--- src/common/dswp_pkg.sv ---
// Package for the serial write port of the converter: widths, frame layout, reset codes
package dswp_pkg;
  localparam int FRAME_BITS   = 24;
  localparam int CODE_BITS    = 18;
  localparam int CNT_BITS     = 5;
  localparam int CODE_LSB     = 2;
  localparam int RSVD_LSB     = 20;
  localparam int RSVD_BITS    = 2;
  localparam logic [CNT_BITS-1:0]  CNT_ZERO  = 5'h00;
  localparam logic [CNT_BITS-1:0]  CNT_ONE   = 5'h01;
  localparam logic [CNT_BITS-1:0]  CNT_LAST  = 5'h17;
  localparam logic [FRAME_BITS-1:0] SHIFT_RST = 24'h000000;
  localparam logic [CODE_BITS-1:0] CODE_ZERO = 18'h00000;
  localparam logic [CODE_BITS-1:0] CODE_MID  = 18'h20000;
  localparam logic [CODE_BITS-1:0] CODE_FULL = 18'h3FFFF;
  localparam logic [1:0]           SYNC_RST  = 2'h3;
  localparam logic [1:0]           CLK_RST   = 2'h0;
  localparam logic [1:0]           DAT_RST   = 2'h0;

  typedef struct packed {
    logic frame_n;
    logic sclk;
    logic sdata;
  } dswp_pins_s;

  typedef struct packed {
    logic [CODE_BITS-1:0] code;
    logic                 rsvd_nonzero;
    logic                 update;
    logic                 abort;
  } dswp_out_s;
endpackage

--- src/design/dswp_port.sv ---
// Serial write port: 24-bit falling-edge shifter that loads an 18-bit converter code
`timescale 1ns/1ps
// What this block does
// - Low frame select enables the shift register
// - Sample data on each serial clock fall, up to the 24th of a frame
// - Shift register is 24 bits wide
// - Load code on the 24th falling edge
// - Early frame select rise aborts, no load
// - Code is 18-bit straight binary
// - Frame: 2 ignored, 2 reserved, 18 code, 2 ignored
// - Abort clears shifter, nothing else changes
// - Power-on code zero or midscale until load
module dswp_port #(
  parameter bit MIDSCALE_RESET = 1'b0
) (
  input  wire logic                        core_clk,
  input  wire logic                        reset,
  input  wire dswp_pkg::dswp_pins_s        pins,
  output      dswp_pkg::dswp_out_s         dac
);
  import dswp_pkg::*;

  // Power-on code depends on the variant; it holds until the first complete frame
  localparam logic [CODE_BITS-1:0] RST_CODE = MIDSCALE_RESET ? CODE_MID : CODE_ZERO;

  // ==========================================
  // Frame field decoding
  // One place for the field positions, shared by the load path and its checks
  function automatic logic [CODE_BITS-1:0] code_of(input logic [FRAME_BITS-1:0] word);
    return word[CODE_LSB +: CODE_BITS];
  endfunction

  // Reserved bits still let the code load; this only reports them
  function automatic logic rsvd_of(input logic [FRAME_BITS-1:0] word);
    return |word[RSVD_LSB +: RSVD_BITS];
  endfunction

  // ==========================================
  // Pin synchronisers
  logic [1:0] sync_fr_ff, nxt_sync_fr;
  logic [1:0] sync_ck_ff, nxt_sync_ck;
  logic [1:0] sync_dt_ff, nxt_sync_dt;
  logic       ck_d_ff,    nxt_ck_d;

  always_comb begin
    nxt_sync_fr = {sync_fr_ff[0], pins.frame_n};
    nxt_sync_ck = {sync_ck_ff[0], pins.sclk};
    nxt_sync_dt = {sync_dt_ff[0], pins.sdata};
    nxt_ck_d    = sync_ck_ff[1];
  end

  always_ff @(posedge core_clk) begin
    if (reset) begin
      sync_fr_ff <= SYNC_RST;
      sync_ck_ff <= CLK_RST;
      sync_dt_ff <= DAT_RST;
      ck_d_ff    <= 1'b0;
    end else begin
      sync_fr_ff <= nxt_sync_fr;
      sync_ck_ff <= nxt_sync_ck;
      sync_dt_ff <= nxt_sync_dt;
      ck_d_ff    <= nxt_ck_d;
    end
  end

  logic frame_lo;
  logic ck_fall;
  assign frame_lo = ~sync_fr_ff[1];
  // Both pins take the same sync delay, so data is seen as it stood at the fall
  assign ck_fall  = ck_d_ff & ~sync_ck_ff[1];

  // ==========================================
  // Frame shifter and converter register
  logic [FRAME_BITS-1:0] shift_ff, nxt_shift;
  logic [CNT_BITS-1:0]   cnt_ff,   nxt_cnt;
  logic                  armed_ff, nxt_armed;
  logic                  fr_d_ff,  nxt_fr_d;
  dswp_out_s             dac_ff,   nxt_dac;
  logic [FRAME_BITS-1:0] full_word;

  assign full_word = {shift_ff[FRAME_BITS-2:0], sync_dt_ff[1]};

  always_comb begin
    nxt_shift      = shift_ff;
    nxt_cnt        = cnt_ff;
    nxt_armed      = armed_ff;
    nxt_fr_d       = frame_lo;
    nxt_dac        = dac_ff;
    nxt_dac.update = 1'b0;
    nxt_dac.abort  = 1'b0;
    if (!frame_lo) begin
      nxt_cnt   = CNT_ZERO;
      nxt_shift = SHIFT_RST;
      nxt_armed = 1'b1;
      nxt_dac.abort = fr_d_ff & armed_ff & (cnt_ff != CNT_ZERO);
    end else if (ck_fall && armed_ff) begin
      nxt_shift = full_word;
      nxt_cnt   = cnt_ff + CNT_ONE;
      if (cnt_ff == CNT_LAST) begin
        // Further edges are ignored until frame select rises again
        nxt_armed        = 1'b0;
        nxt_dac.code     = code_of(full_word);
        nxt_dac.rsvd_nonzero = rsvd_of(full_word);
        nxt_dac.update   = 1'b1;
        nxt_cnt          = CNT_ZERO;
      end
    end
  end

  always_ff @(posedge core_clk) begin
    if (reset) begin
      shift_ff <= SHIFT_RST;
      cnt_ff   <= CNT_ZERO;
      armed_ff <= 1'b0;
      fr_d_ff  <= 1'b0;
      dac_ff   <= '0;
      dac_ff.code <= RST_CODE;
    end else begin
      shift_ff <= nxt_shift;
      cnt_ff   <= nxt_cnt;
      armed_ff <= nxt_armed;
      fr_d_ff  <= nxt_fr_d;
      dac_ff   <= nxt_dac;
    end
  end

  assign dac = dac_ff;

  // ==========================================
  // Checks
  property p_hold_code;
    @(posedge core_clk) disable iff (reset) !dac_ff.update |=> $stable(dac_ff.code) || dac_ff.update;
  endproperty
  a_hold_code: assert property (p_hold_code) else $error("code changed without update");

  property p_update_cnt;
    @(posedge core_clk) disable iff (reset) (frame_lo && ck_fall && armed_ff && cnt_ff == CNT_LAST) |=> dac_ff.update;
  endproperty
  a_update_cnt: assert property (p_update_cnt) else $error("no update on 24th edge");

  property p_update_frame;
    @(posedge core_clk) disable iff (reset) dac_ff.update |-> $past(frame_lo) && $past(cnt_ff) == CNT_LAST;
  endproperty
  a_update_frame: assert property (p_update_frame) else $error("update outside full frame");

  property p_code_value;
    @(posedge core_clk) disable iff (reset) dac_ff.update |-> dac_ff.code == $past(code_of(full_word));
  endproperty
  a_code_value: assert property (p_code_value) else $error("wrong code loaded");

  property p_idle_clear;
    @(posedge core_clk) disable iff (reset) !frame_lo |=> cnt_ff == CNT_ZERO && shift_ff == SHIFT_RST;
  endproperty
  a_idle_clear: assert property (p_idle_clear) else $error("shifter not cleared");

  property p_shift_in;
    @(posedge core_clk) disable iff (reset) (frame_lo && ck_fall && armed_ff) |=> shift_ff[0] == $past(sync_dt_ff[1]);
  endproperty
  a_shift_in: assert property (p_shift_in) else $error("bit not sampled");

  property p_no_rearm;
    @(posedge core_clk) disable iff (reset) dac_ff.update |-> !armed_ff;
  endproperty
  a_no_rearm: assert property (p_no_rearm) else $error("armed after load");

  property p_abort_no_update;
    @(posedge core_clk) disable iff (reset) dac_ff.abort |-> !dac_ff.update ##1 !dac_ff.update;
  endproperty
  a_abort_no_update: assert property (p_abort_no_update) else $error("update on abort");

  property p_abort_cnt;
    @(posedge core_clk) disable iff (reset)
      (!frame_lo && fr_d_ff && armed_ff && cnt_ff != CNT_ZERO) |=> dac_ff.abort;
  endproperty
  a_abort_cnt: assert property (p_abort_cnt) else $error("no abort on early frame end");

  property p_abort_code;
    @(posedge core_clk) disable iff (reset) dac_ff.abort |-> $stable(dac_ff.code) && $stable(dac_ff.rsvd_nonzero);
  endproperty
  a_abort_code: assert property (p_abort_code) else $error("code moved on abort");

  property p_abort_clear;
    @(posedge core_clk) disable iff (reset) dac_ff.abort |-> cnt_ff == CNT_ZERO && shift_ff == SHIFT_RST;
  endproperty
  a_abort_clear: assert property (p_abort_clear) else $error("partial frame kept");

  property p_cnt_step;
    @(posedge core_clk) disable iff (reset)
      (frame_lo && ck_fall && armed_ff && cnt_ff != CNT_LAST) |=> cnt_ff == $past(cnt_ff) + CNT_ONE;
  endproperty
  a_cnt_step: assert property (p_cnt_step) else $error("edge not counted");

  property p_cnt_hold;
    @(posedge core_clk) disable iff (reset) (frame_lo && !ck_fall) |=> $stable(cnt_ff);
  endproperty
  a_cnt_hold: assert property (p_cnt_hold) else $error("count moved without edge");

  property p_cnt_range;
    @(posedge core_clk) disable iff (reset) cnt_ff <= CNT_LAST;
  endproperty
  a_cnt_range: assert property (p_cnt_range) else $error("count past frame length");

  property p_upd_pulse;
    @(posedge core_clk) disable iff (reset) dac_ff.update |=> !dac_ff.update;
  endproperty
  a_upd_pulse: assert property (p_upd_pulse) else $error("update longer than one cycle");

  property p_rsvd_keep;
    @(posedge core_clk) disable iff (reset) !dac_ff.update |=> $stable(dac_ff.rsvd_nonzero) || dac_ff.update;
  endproperty
  a_rsvd_keep: assert property (p_rsvd_keep) else $error("reserved flag changed without update");

  // Sampled reset in the antecedent: the disable sees the release one edge before the flops do
  property p_armed_idle;
    @(posedge core_clk) disable iff (reset) (!reset && !frame_lo) |=> armed_ff;
  endproperty
  a_armed_idle: assert property (p_armed_idle) else $error("not armed while frame select high");

  property p_ignore_extra;
    @(posedge core_clk) disable iff (reset)
      (frame_lo && ck_fall && !armed_ff) |=> $stable(shift_ff) && $stable(cnt_ff) && !dac_ff.update;
  endproperty
  a_ignore_extra: assert property (p_ignore_extra) else $error("edge taken after complete frame");

  // No disable here: this one looks at the first edge after reset is let go
  property p_reset_code;
    @(posedge core_clk) $fell(reset) |->
      dac_ff.code == RST_CODE && !dac_ff.rsvd_nonzero && !dac_ff.update && !dac_ff.abort;
  endproperty
  a_reset_code: assert property (p_reset_code) else $error("wrong code after reset");

  c_update: cover property (@(posedge core_clk) disable iff (reset) dac_ff.update);
  c_abort: cover property (@(posedge core_clk) disable iff (reset) dac_ff.abort);
  c_full: cover property (@(posedge core_clk) disable iff (reset) dac_ff.update && dac_ff.code == CODE_FULL);
  c_ignored: cover property (@(posedge core_clk) disable iff (reset) frame_lo && ck_fall && !armed_ff);
  c_reset_code: cover property (@(posedge core_clk) $fell(reset));
endmodule

--- config.mk ---
export PLATFORM = sky130hd
export DESIGN_NAME = dswp_port
export DESIGN_NICKNAME = d
export VERILOG_FILES = /design/src/common/dswp_pkg.sv /design/src/design/dswp_port.sv
export SDC_FILE = /design/constraint.sdc
export NUM_CORES = 1
export LEC_CHECK = 0
export ABC_AREA = 0
export BUFFER_PORTS_ARGS = -buffer_cell sky130_fd_sc_hd__buf_2
export CAP_MARGIN = 10
export CORE_ASPECT_RATIO = 1.1
export CORE_UTILIZATION = 55
export CTS_CLUSTER_DIAMETER = 50
export DETAILED_ROUTE_END_ITERATION = 12
export HOLD_SLACK_MARGIN = 0.08
export MAX_ROUTING_LAYER = met4
export PLACE_DENSITY = 0.84
export SLEW_MARGIN = 20
export SYNTH_ARGS = -nofsm -noshare
export SYNTH_HDL_FRONTEND = slang
export SYNTH_SLANG_ARGS = --single-unit
--- constraint.sdc ---
create_clock -name core_clk -period 1.63 [get_ports core_clk]
set_input_delay 0.489 -clock core_clk [delete_from_list [all_inputs] [get_ports core_clk]]
set_output_delay 0.489 -clock core_clk [all_outputs]
set_load 0.05 [all_outputs]
* Yosys cells after proc, flatten, opt, wreduce, memory -nomap -nowiden
Cells that the tools add are included.
** Operators by class
- Reduce and logical (&&, ||, !) cells :: 10
- Bitwise operators :: 6
- Add/sub/neg operators :: 1
- Eq/ne operators :: 1
- Mux-type cells :: 5
** Operator list (count)
- 2-bit OR reduction :: 3
- 5-bit by 1-bit adder with 5-bit output (second input constant) :: 1
- 5-bit equality test (second input constant) :: 1
- 5-bit two-way mux :: 1
- 5-bit nonzero test :: 1
- 1-bit two-way mux :: 4
- 2-bit nonzero test :: 2
- 1-bit AND :: 3
- 1-bit inverter :: 3
- 3-bit AND reduction :: 1
- 3-bit OR reduction :: 1
- 2-bit AND reduction :: 1
- 1-bit logical AND :: 1
** Word-level totals
- Flip-flop bits (word level) :: 56
- Logic and storage cells :: 35
- Input port bits :: 5
- Output and inout bits :: 21

* Depth between registers and ports, before layout
Gate-level depths: netlist of the first run.
- Word-level depth :: 5
- Mapped depth :: 5
- Depth with buffers taken out :: 4

* Worst setup path before layout of the first run
No wires, ideal clock.
- Kind :: register to register
- From :: register cnt_ff[0]
- To :: register dac_ff (netlist bit dac[10])
- Setup time :: 0.072 ns
- Stages on the path, launching flop included :: 6
- Slack :: 0.280 ns
- Data arrival time :: 1.278 ns
- Period minus slack after synthesis :: 1.350 ns
- Cell sequence :: dfxtp_1 > ha_1 > nand4b_2 > nor3_2 > buf_6 > mux2i_1
** On the way
- Word-level cells in the longest chain between the ends :: 2
** RTL lines
- start, declared :: line dswp_port.sv:75 : logic [CNT_BITS-1:0] cnt_ff, nxt_cnt;
- start signal, assigned :: line dswp_port.sv:120 : cnt_ff <= nxt_cnt;
- 5-bit equality test :: line dswp_port.sv:99 : if (cnt_ff == CNT_LAST) begin
- 3-bit AND reduction (no source line)
- end signal, assigned :: line dswp_port.sv:123 : dac_ff <= nxt_dac;
- end, declared :: line dswp_port.sv:78 : dswp_out_s dac_ff, nxt_dac;
No other way between the ends.
A chain may end at the register's enable or synchronous reset.

* Worst setup path in the final report of the first run
- From :: register cnt_ff[1]
- To :: register dac_ff (netlist bit dac[15])
The elaborated chain is that of the path after synthesis.

==> results by group, run 1 <==
Critical path
  – Required @ worst endpoint: 1.94 ns
  – Critical Path Start Type: flop
  – Critical Path AT: between 1.5 and 2 ns
  – Worst r2r path cells: 5
  – CP Class: reg -> reg
  – Crit. End Element: flop
  – R2r setup slk: 0.06 ns
  – CP Max Fanout: 10

Job
  – Max Cap Violations: 0

Power
  – P_leak: 0.0008624 uW
  – VDD IR max: 0.6521 mV
  – Pwr Density: 864.6 mW/mm2

Drt
  – Initial DRC Count: 73
  – WL final: 3.797 mm
  – Remaining DRCs: 0
  – Vias per cell: 4.997
  – Vias: 1559
  – Drt wl/cell: 12.17 um
  – 1st-pass router iterations: 4
  – Antenna Nets Post-Route: 0

Clock network
  – Root buffer cell: clkbuf_4
  – Post-CTS Setup Inserts: 0
  – H-tree Lvls: 2
  – Clk slew on worst S/H paths: between 0.1 and 0.15 ns
  – Num CTS Buffers: 5
  – Clk buf depth: 2
  – Clk_lat worst skew: between 0.3 and 0.4 ns
  – CTS tree: done
  – CTS sink cnt: 56

STA
  – Max-slew headroom: approximately three quarters
  – Max Freq: 0.6388 GHz
  – RSZ-0062 raised after global routing: false
  – Worst-margin pin slew: 0.3541 ns
  – Final min period: roughly 1.6 ns
  – Fin crit share: 96.04%
  – Setup-failing EPs final: 0
  – Final worst hold slack: 0.2987 ns
  – Pins Over Slew Limit: 0
  – Layout Skew: 0.01473 ns
  – Hold Fails Final Rpt: 0
  – Setup TNS: 0 ns

Final layout
  – # fillers: ~320
  – Ratio of cells with drive above 1 in the final layout: 19.70%
  – Area delta synth->final: 15.42%
  – Area of the multi-input gates: 845.8 um2
  – Fin util: 68.58%
  – Register area: 0.001122 mm2
  – Antenna cell count: 0
  – Net count, final: 270

Synth
  – Post-synthesis cell area: roughly 0.002 mm2
  – Number of synthesized flops with an enable pin: 0
  – Ys flop type: dfxtp_1
  – Synthesis warning total: 0
  – Post-synthesis sequential area ratio: 54.40%
  – Yosys top cell area share: a little over half
  – Synth top area cells: dfxtp_1, nand2_1, mux2i_1
  – Register bit total from synthesis: 56
  – Synth Area per Inst: 8.844 um2
  – Synthesized instance count: between 200 and 250
  – Synth area leader: dfxtp_1
  – Synth Net Count: 240
  – Ys async rst share: 0%
  – Unique masters post-synth: 24
  – Most frequent cells after synthesis: nand2_1, dfxtp_1, a21oi_1, mux2i_1, buf_2
  – Most numerous cell in the Yosys netlist: nand2_1

Die
  – Num ports: 26
  – Core area: 0.003468 mm2
  – Die height: 66.20 um
  – Num rows: 22
  – Starting Density: 59.42%
  – Die area: 0.003996 mm2
  – Die W: 60.36 um

Outcome
  – Run status: complete, no violations

Worst hold path
  – Hold path cells: 2
  – Hold crit path type: in -> reg

Place
  – DPL Wire Length: 2.567 mm
  – I/O Buffers: 25
  – RePlAce Congestion: 0.8327

Global routing
  – Total congestion overflow: 0
  – First-pass GRT wire length: 5.961 mm
  – Initial antenna violation count: 0
  – Vias in the first global route: around 1.4k
  – Tot GR Track Use: roughly a fifth
  – Largest net degree at the start of global routing: 21
==> per-layer routing <==
metal,share of wire (%),global-route usage [%]
met1,47,25.73
met2,48,32.28
met3,3.5,4.110
met4,1.4,7.849
met5,0,-
==> repair_timing <==
action	4_1_cts	5_1_grt
hold buffers	0	0
resized for setup	0	2
endpoints found under the setup margin	0	19
==> cell usage in the layout (no fill, tap or decap), types with 2 or more instances in the layout <==
cell type	synthesis	final
nand2_1	83	83
dfxtp_1	56	55
a21oi_1	26	26
buf_2	10	25
mux2i_1	19	19
buf_4	0	10
inv_1	5	5
nor2b_1	5	5
clkbuf_4	0	5
o21ai_0	4	4
or2_2	2	2
or4b_1	2	2
nor2_1	2	2
nor3_1	2	2
nand3_1	2	2
clkinvlp_4	0	2
buf_12	0	2
==> sequential cells by signal, summed over array words and instances, names as in the netlist <==
signal	flops
armed_ff	1
ck_d_ff	1
cnt_ff	5
dac	21
fr_d_ff	1
shift_ff	21
sync_ck_ff	2
sync_dt_ff	2
sync_fr_ff	2
==> metrics by stage <==
step,area (um2),cells,total power (uW),setup WS [ns]
final,2379,312,2057,0.06451
after CTS,2350,311,2070,0.03789
after global placement,2283,303,1465,0.2049
after detailed placement,2283,303,1467,0.07261
after global routing,2379,312,2146,0.009027
after floorplan,2061,233,1444,0.2804
==> cell type report <==
| class | instances | area share [%] |
|---|---|---|
| Multi-Input combinational cell | 157 | 35.56 |
| Inverter | 5 | 0.7891 |
| Tap cell | 48 | 2.525 |
| Timing Repair Buffer | 38 | 11.15 |
| Clock inverter | 2 | 0.6312 |
| Sequential cell | 56 | 47.19 |
| Clock buffer | 6 | 2.157 |
==> cell families (layout without fill, tap and decap cells) <==
family / after synthesis / after routing / share of synthesized area [%]
simple gates: 106 / 106 / 22.89
buf+inv: 20 / 51 / 4.979
fa+ha+maj: 2 / 2 / 1.214
flops: 56 / 56 / 54.40
mux: 19 / 19 / 9.229
compound gates: 30 / 30 / 7.286
==> path summary, 6_finish.rpt <==
kind,endpoint,from
worst max-delay path,dac[15]$_SDFFE_PP0P_,cnt_ff[1]$_SDFFE_PP0P_
worst min-delay path,sync_fr_ff[0]$_SDFF_PP1_,pins[2]
worst max register to register,dac[15]$_SDFFE_PP0P_,cnt_ff[1]$_SDFFE_PP0P_
worst min register to register,sync_fr_ff[1]$_SDFF_PP1_,sync_fr_ff[0]$_SDFF_PP1_
==> report_power, final <==
group | switching, uW | total, uW | internal [uW]
sequential | 5.26 | 1380 | 1380
clock | 410 | 620 | 210
combinational | 32.6 | 52.6 | 20.0
==> critical path, stage by stage (launching register included) <==
cell,delay (ns)
dfxtp_1,0.41
ha_2,0.23
nand4b_2,0.20
nor3_4,0.26
clkbuf_16,0.23
mux2i_1,0.18
Note: power is estimated with default switching activity, not from simulation.
==> run 2: changes to the inputs <==
--- a/config.mk
+++ b/config.mk
@@ -6,10 +6,12 @@
 export NUM_CORES = 1
 export LEC_CHECK = 0
 export ABC_AREA = 0
+export ABC_CLOCK_PERIOD_IN_PS = 1630
 export BUFFER_PORTS_ARGS = -buffer_cell sky130_fd_sc_hd__buf_2
 export CAP_MARGIN = 10
 export CORE_ASPECT_RATIO = 1.1
 export CORE_UTILIZATION = 55
+export CTS_BUF_LIST = sky130_fd_sc_hd__clkbuf_4
 export CTS_CLUSTER_DIAMETER = 50
 export DETAILED_ROUTE_END_ITERATION = 12
 export HOLD_SLACK_MARGIN = 0.08
==> results by group, run 2 (same netlist as run 1, synthesis figures left out) <==
Clock network
  – CTS tree: done (unchanged)
  – Num CTS Buffers: 5 (unchanged)
  – Clk buf depth: 2 (unchanged)
  – H-tree Lvls: 2 (unchanged)
  – CTS sink cnt: 56 (unchanged)
  – Root buffer cell: clkbuf_4 (unchanged)
  – Clk_lat worst skew: 0.38 ns (about the same)
  – CTS resizes: 0 (unchanged)
  – Clk slew on worst S/H paths: 0.14 ns (about the same)
  – CTS Hold Buffers Added: 0 (unchanged)
  – Post-CTS Setup Inserts: 0 (unchanged)

Outcome
  – Run status: complete, no violations (unchanged)

Die
  – Num rows: 22 (unchanged)
  – Die W: 60.36 um (unchanged)
  – Starting Density: 59.42% (unchanged)
  – Num ports: 26 (unchanged)
  – Die height: 66.20 um (unchanged)
  – Core area: 0.003468 mm2 (unchanged)
  – Die area: 0.003996 mm2 (unchanged)

STA
  – Pins Over Slew Limit: 0 (unchanged)
  – Final worst hold slack: 0.2942 ns (was 0.2987 ns)
  – Worst-margin pin slew: 0.3536 ns (was 0.3541 ns)
  – Layout Skew: 0.01556 ns (was 0.01473 ns)
  – Max Freq: 0.6406 GHz (was 0.6388 GHz)
  – RSZ-0062 raised after global routing: false (unchanged)
  – Max-slew headroom: 76.36% (was 76.32%)
  – Fin crit share: 95.77% (was 96.04%)
  – Final min period: 1.561 ns (was 1.565 ns)
  – Hold Fails Final Rpt: 0 (unchanged)
  – Setup TNS: 0 ns (unchanged)
  – Setup-failing EPs final: 0 (unchanged)

Global routing
  – Largest net degree at the start of global routing: 21 (unchanged)
  – Met2 Use GR: 32.97% (was 32.28%)
  – Gr busiest metal: met2 (unchanged)
  – Total congestion overflow: 0 (unchanged)
  – Global Route met3 Usage: 4.110% (unchanged)
  – First-pass GRT wire length: 6.016 mm (was 5.961 mm)
  – GR Util met1: 25.73% (unchanged)
  – Initial antenna violation count: 0 (unchanged)
  – Tot GR Track Use: 20.77% (was 20.57%)
  – Vias in the first global route: 1365 (was 1358)

Critical path
  – Crit. End Element: flop (unchanged)
  – Crit Reg-Reg Endpoint: dac[15]$_SDFFE_PP0P_ (unchanged)
  – Required @ worst endpoint: 1.94 ns (about the same)
  – CP Max Fanout: 10 (unchanged)
  – Critical Path AT: 1.87 ns (about the same)
  – Reg2reg start: cnt_ff[1]$_SDFFE_PP0P_ (unchanged)
  – Worst Setup SP: cnt_ff[1]$_SDFFE_PP0P_ (unchanged)
  – CP max-delay cell: dfxtp_1 (unchanged)
  – CP Cell Sequence: ha_2 -> nand4b_2 -> nor3_4 -> clkbuf_16 -> mux2i_1 (unchanged)
  – End point of the critical path: dac[15]$_SDFFE_PP0P_ (unchanged)
  – Worst r2r path cells: 5 (unchanged)
  – CP Class: reg -> reg (unchanged)
  – R2r setup slk: 0.07 ns (was 0.06 ns)
  – Critical Path Start Type: flop (unchanged)
  – Highest cell delay on the worst timing path: 0.41 ns (about the same)

Drt
  – Remaining DRCs: 0 (unchanged)
  – Initial DRC Count: 69 (was 73)
  – Vias per cell: 5.035 (was 4.997)
  – Vias: 1571 (was 1559)
  – WL final: 3.836 mm (was 3.797 mm)
  – Drt wl/cell: 12.29 um (was 12.17 um)
  – Antenna Nets Post-Route: 0 (unchanged)
  – 1st-pass router iterations: 4 (unchanged)

Place
  – DPL Wire Length: 2.567 mm (unchanged)
  – Dpl cells: 303 (unchanged)
  – RePlAce Congestion: 0.8327 (unchanged)
  – I/O Buffers: 25 (unchanged)
  – Placed standard-cell area: 0.002283 mm2 (unchanged)

Final layout
  – Ratio of cells with drive above 1 in the final layout: 19.32% (was 19.70%)
  – Net count, final: 270 (unchanged)
  – Most frequent cells in the layout: nand2_1, dfxtp_1, a21oi_1, buf_2, mux2i_1 (unchanged)
  – Commonest non-fill, non-tap cell in the layout: nand2_1 (unchanged)
  – Post-Layout Inst Area: 0.002369 mm2 (was 0.002379 mm2)
  – Area delta synth->final: 14.94% (was 15.42%)
  – # fillers: 322 (was 316)
  – Antenna cell count: 0 (unchanged)
  – Final Instance Count excl. Fillers: 312 (unchanged)

Power
  – Pwr Density: 849.5 mW/mm2 (was 864.6 mW/mm2)
  – Clock share of power: 28.6% (was 30.1%)
  – Sequential Power Share: 68.8% (was 67.3%)
  – Switch share: 22.36% (was 21.75%)
  – Combinational power share: 2.6% (about the same)
  – VDD IR max: 0.6470 mV (was 0.6521 mV)
  – NetSw: 449.9 uW (was 447.4 uW)
  – P_leak: 0.0008567 uW (was 0.0008624 uW)
  – Final Power: 2012 uW (was 2057 uW)
  – Internal power: 1562 uW (was 1609 uW)

Job
  – Max Cap Violations: 0 (unchanged)

Worst hold path
  – Hold crit path type: in -> reg (unchanged)
[run 2: critical path: cells and delay by family (launching register included)]
kind	cells	cell delay (ns)
flip-flops	1	0.41
adder cells (fa/ha/maj)	1	0.23
AND/OR/NAND/NOR	2	0.44
multiplexers	1	0.18
buffers and inverters	1	0.23
[run 2: area by class of cell]
cell class                      count  area, um2  area share (%)
Inverter                            5      18.77          0.7924
Timing Repair Buffer               38      265.3           11.20
Clock inverter                      3      18.77          0.7924
Clock buffer                        5      37.54           1.585
Tap cell                           48      60.06           2.536
Sequential cell                    56       1122           47.39
Multi-Input combinational cell    157      845.8           35.71
[run 2: layer usage]
layer / share of wire, % / routed length [um]
met2: 49 / 1874
met1: 45 / 1744
met5: 0 / 0
met4: 1.1 / 41
met3: 4.6 / 176
[run 2: through the flow]
| step | worst slack [ns] | utilization [%] |
|---|---|---|
| after floorplan | 0.2804 | - |
| after global placement | 0.2049 | 65.84 |
| after detailed placement | 0.07261 | 65.84 |
| after CTS | 0.03840 | 67.46 |
| after global routing | 0.007444 | 68.29 |
| final | 0.06899 | 68.29 |
[run 2: how the worst min path moves through the flow]
stage                              from                  endpoint  cells after the start
5_1_grt                         pins[2]  sync_fr_ff[0]$_SDFF_PP1_                      2
3_3_place_gp   sync_fr_ff[0]$_SDFF_PP1_  sync_fr_ff[1]$_SDFF_PP1_                      1
6_report                        pins[2]  sync_fr_ff[0]$_SDFF_PP1_                      2
3_5_place_dp   sync_fr_ff[0]$_SDFF_PP1_  sync_fr_ff[1]$_SDFF_PP1_                      1
2_1_floorplan  sync_fr_ff[0]$_SDFF_PP1_  sync_fr_ff[1]$_SDFF_PP1_                      1
4_1_cts                         pins[2]  sync_fr_ff[0]$_SDFF_PP1_                      2
[run 2: power groups by stage]
| stage | Clock [uW] | Combinational, uW | Sequential (uW) |
|---|---|---|---|
| floorplan | 0 | 31.6 | 1410 |
| global placement | 0 | 51.7 | 1410 |
| detailed placement | 0 | 52.9 | 1410 |
| CTS | 583 | 53.2 | 1380 |
| global route | 653 | 58.0 | 1390 |
| finish | 575 | 52.7 | 1380 |
==> run 3: changes to the inputs <==
--- a/config.mk
+++ b/config.mk
@@ -10,6 +10,7 @@
 export BUFFER_PORTS_ARGS = -buffer_cell sky130_fd_sc_hd__buf_2
 export CAP_MARGIN = 10
 export CORE_ASPECT_RATIO = 1.1
+export CORE_MARGIN = 3
 export CORE_UTILIZATION = 55
 export CTS_BUF_LIST = sky130_fd_sc_hd__clkbuf_4
 export CTS_CLUSTER_DIAMETER = 50
==> results by group, run 3 (same netlist as run 1, synthesis figures left out) <==
Critical path
  – Worst r2r path cells: 5 (unchanged)
  – CP Class: reg -> reg (unchanged)
  – Crit Reg-Reg Endpoint: dac[12]$_SDFFE_PP0P_ (was dac[15]$_SDFFE_PP0P_)
  – R2r setup slk: 0.11 ns (was 0.07 ns)
  – Crit. End Element: flop (unchanged)
  – Reg2reg start: cnt_ff[0]$_SDFFE_PP0P_ (was cnt_ff[1]$_SDFFE_PP0P_)
  – Critical Path AT: 1.84 ns (was 1.87 ns)
  – CP Max Fanout: 10 (unchanged)
  – Required @ worst endpoint: 1.95 ns (was 1.94 ns)
  – Critical Path Start Type: flop (unchanged)
  – Worst Setup SP: cnt_ff[0]$_SDFFE_PP0P_ (was cnt_ff[1]$_SDFFE_PP0P_)

Die
  – Num rows: 22 (unchanged)
  – Core area: 0.003468 mm2 (unchanged)
  – Die height: 70.20 um (was 66.20 um)
  – Starting Density: 59.42% (unchanged)
  – Die area: 0.004518 mm2 (was 0.003996 mm2)
  – Die W: 64.36 um (was 60.36 um)
  – Num ports: 26 (unchanged)

Clock network
  – Num CTS Buffers: 5 (unchanged)
  – Clk_lat worst skew: 0.38 ns (about the same)
  – CTS tree: done (unchanged)
  – CTS sink cnt: 56 (unchanged)
  – Clk slew on worst S/H paths: 0.14 ns (about the same)
  – Clk buf depth: 2 (unchanged)
  – Root buffer cell: clkbuf_4 (unchanged)
  – CTS Hold Buffers Added: 0 (unchanged)
  – H-tree Lvls: 2 (unchanged)

Final layout
  – Commonest non-fill, non-tap cell in the layout: nand2_1 (unchanged)
  – Final Instance Count excl. Fillers: 310 (was 312)
  – Fin util: 68.00% (was 68.29%)
  – Antenna cell count: 0 (unchanged)
  – Net count, final: 268 (was 270)
  – Ratio of cells with drive above 1 in the final layout: 19.08% (was 19.32%)
  – # fillers: 299 (was 322)
  – Most frequent cells in the layout: nand2_1, dfxtp_1, a21oi_1, buf_2, mux2i_1 (unchanged)
  – Area delta synth->final: 14.45% (was 14.94%)

Drt
  – Vias per cell: 5.045 (was 5.035)
  – Initial DRC Count: 97 (was 69)
  – WL final: 3.660 mm (was 3.836 mm)
  – Remaining DRCs: 0 (unchanged)
  – Drt wl/cell: 11.81 um (was 12.29 um)
  – Vias: 1564 (was 1571)
  – Antenna Nets Post-Route: 0 (unchanged)
  – 1st-pass router iterations: 4 (unchanged)

STA
  – Pins Over Slew Limit: 0 (unchanged)
  – Final min period: 1.515 ns (was 1.561 ns)
  – Worst-margin pin slew: 0.3355 ns (was 0.3536 ns)
  – Final worst hold slack: 0.2869 ns (was 0.2942 ns)
  – Fin crit share: 92.95% (was 95.77%)
  – Layout Skew: 0.007602 ns (was 0.01556 ns)
  – Setup TNS: 0 ns (unchanged)
  – Max-slew headroom: 77.56% (was 76.36%)
  – Max Freq: 0.6600 GHz (was 0.6406 GHz)
  – RSZ-0062 raised after global routing: false (unchanged)
  – Setup-failing EPs final: 0 (unchanged)
  – Hold Fails Final Rpt: 0 (unchanged)

Power
  – Internal power: 1558 uW (was 1562 uW)
  – Final Power: 1994 uW (was 2012 uW)
  – Switch share: 21.87% (was 22.36%)
  – VDD IR max: 0.6486 mV (was 0.6470 mV)
  – Pwr Density: 845.3 mW/mm2 (was 849.5 mW/mm2)
  – P_leak: 0.0008742 uW (was 0.0008567 uW)
  – Sequential Power Share: 69.4% (was 68.8%)
  – NetSw: 436.0 uW (was 449.9 uW)
  – Clock share of power: 28.0% (was 28.6%)
  – Combinational power share: 2.6% (about the same)

Worst hold path
  – Hold EP: sync_fr_ff[0]$_SDFF_PP1_ (unchanged)
  – Hold crit path type: in -> reg (unchanged)
  – Hold path cells: 2 (unchanged)
  – Hold_sp: pins[2] (unchanged)

Global routing
  – Vias in the first global route: 1467 (was 1365)
  – Initial antenna violation count: 0 (unchanged)
  – Tot GR Track Use: 18.12% (was 20.77%)
  – Largest net degree at the start of global routing: 35 (was 21)
  – Total congestion overflow: 0 (unchanged)
  – First-pass GRT wire length: 6.382 mm (was 6.016 mm)

Place
  – I/O Buffers: 25 (unchanged)
  – RePlAce Congestion: 0.8063 (was 0.8327)
  – DPL Wire Length: 2.454 mm (was 2.567 mm)
  – Dpl cells: 301 (was 303)

Outcome
  – Run status: complete, no violations (unchanged)

Job
  – Max Cap Violations: 0 (unchanged)
-- run 3: repair_timing --
| action | in CTS | in global routing |
|---|---|---|
| setup buffers | 0 | 0 |
| endpoints found under the setup margin | 0 | 7 |
| resized for setup | 0 | 4 |
-- run 3: layout make-up --
type	count	area (um2)	area share (%)
Clock buffer	5	37.54	1.592
Inverter	5	18.77	0.7958
Timing Repair Buffer	36	250.2	10.61
Clock inverter	3	13.76	0.5836
Sequential cell	56	1124	47.64
Tap cell	48	60.06	2.546
Multi-Input combinational cell	157	854.6	36.23
-- run 3: critical path, cell delays in order (launching register included) --
cell and delay [ns]:
dfxtp_2 0.38, ha_2 0.22, nand4b_4 0.14, nor3_4 0.31
clkbuf_16 0.23, mux2i_1 0.18
-- run 3: how the worst max path moves through the flow --
| stage | endpoint | slack (ns) | depth (start not counted) |
|---|---|---|---|
| final | dac[12]$_SDFFE_PP0P_ | 0.11 | 5 |
| after global placement | dac[4]$_SDFFE_PP0P_ | 0.21 | 5 |
| after CTS | dac[14]$_SDFFE_PP0P_ | 0.08 | 5 |
| after detailed placement | dac[14]$_SDFFE_PP0P_ | 0.11 | 5 |
| after global routing | dac[14]$_SDFFE_PP0P_ | 0.03 | 5 |
| after floorplan | dac[10]$_SDFFE_PP0P_ | 0.28 | 5 |
-- run 3: metal layers --
layer	vias to the layer above	global-route usage, %	wire [um]
met4	0	7.277	72
met2	30	28.56	1764
met3	8	4.341	142
li1	815	-	-
met1	711	22.27	1681
met5	-	-	0
-- run 3: power by group through the flow --
stage	registers, uW	clock network, uW	logic (uW)
after detailed placement	1410	0	51.5
final	1380	558	51.9
after CTS	1380	576	51.8
after floorplan	1410	0	31.6
after global placement	1410	0	50.8
after global routing	1390	617	58.8
-- run 3: through the flow --
step / cell area (um2) / worst slack, ns
6_report: 2359 / 0.1149
5_1_grt: 2359 / 0.02865
4_1_cts: 2320 / 0.08498
3_5_place_dp: 2268 / 0.1140
3_3_place_gp: 2268 / 0.2072
2_1_floorplan: 2061 / 0.2804
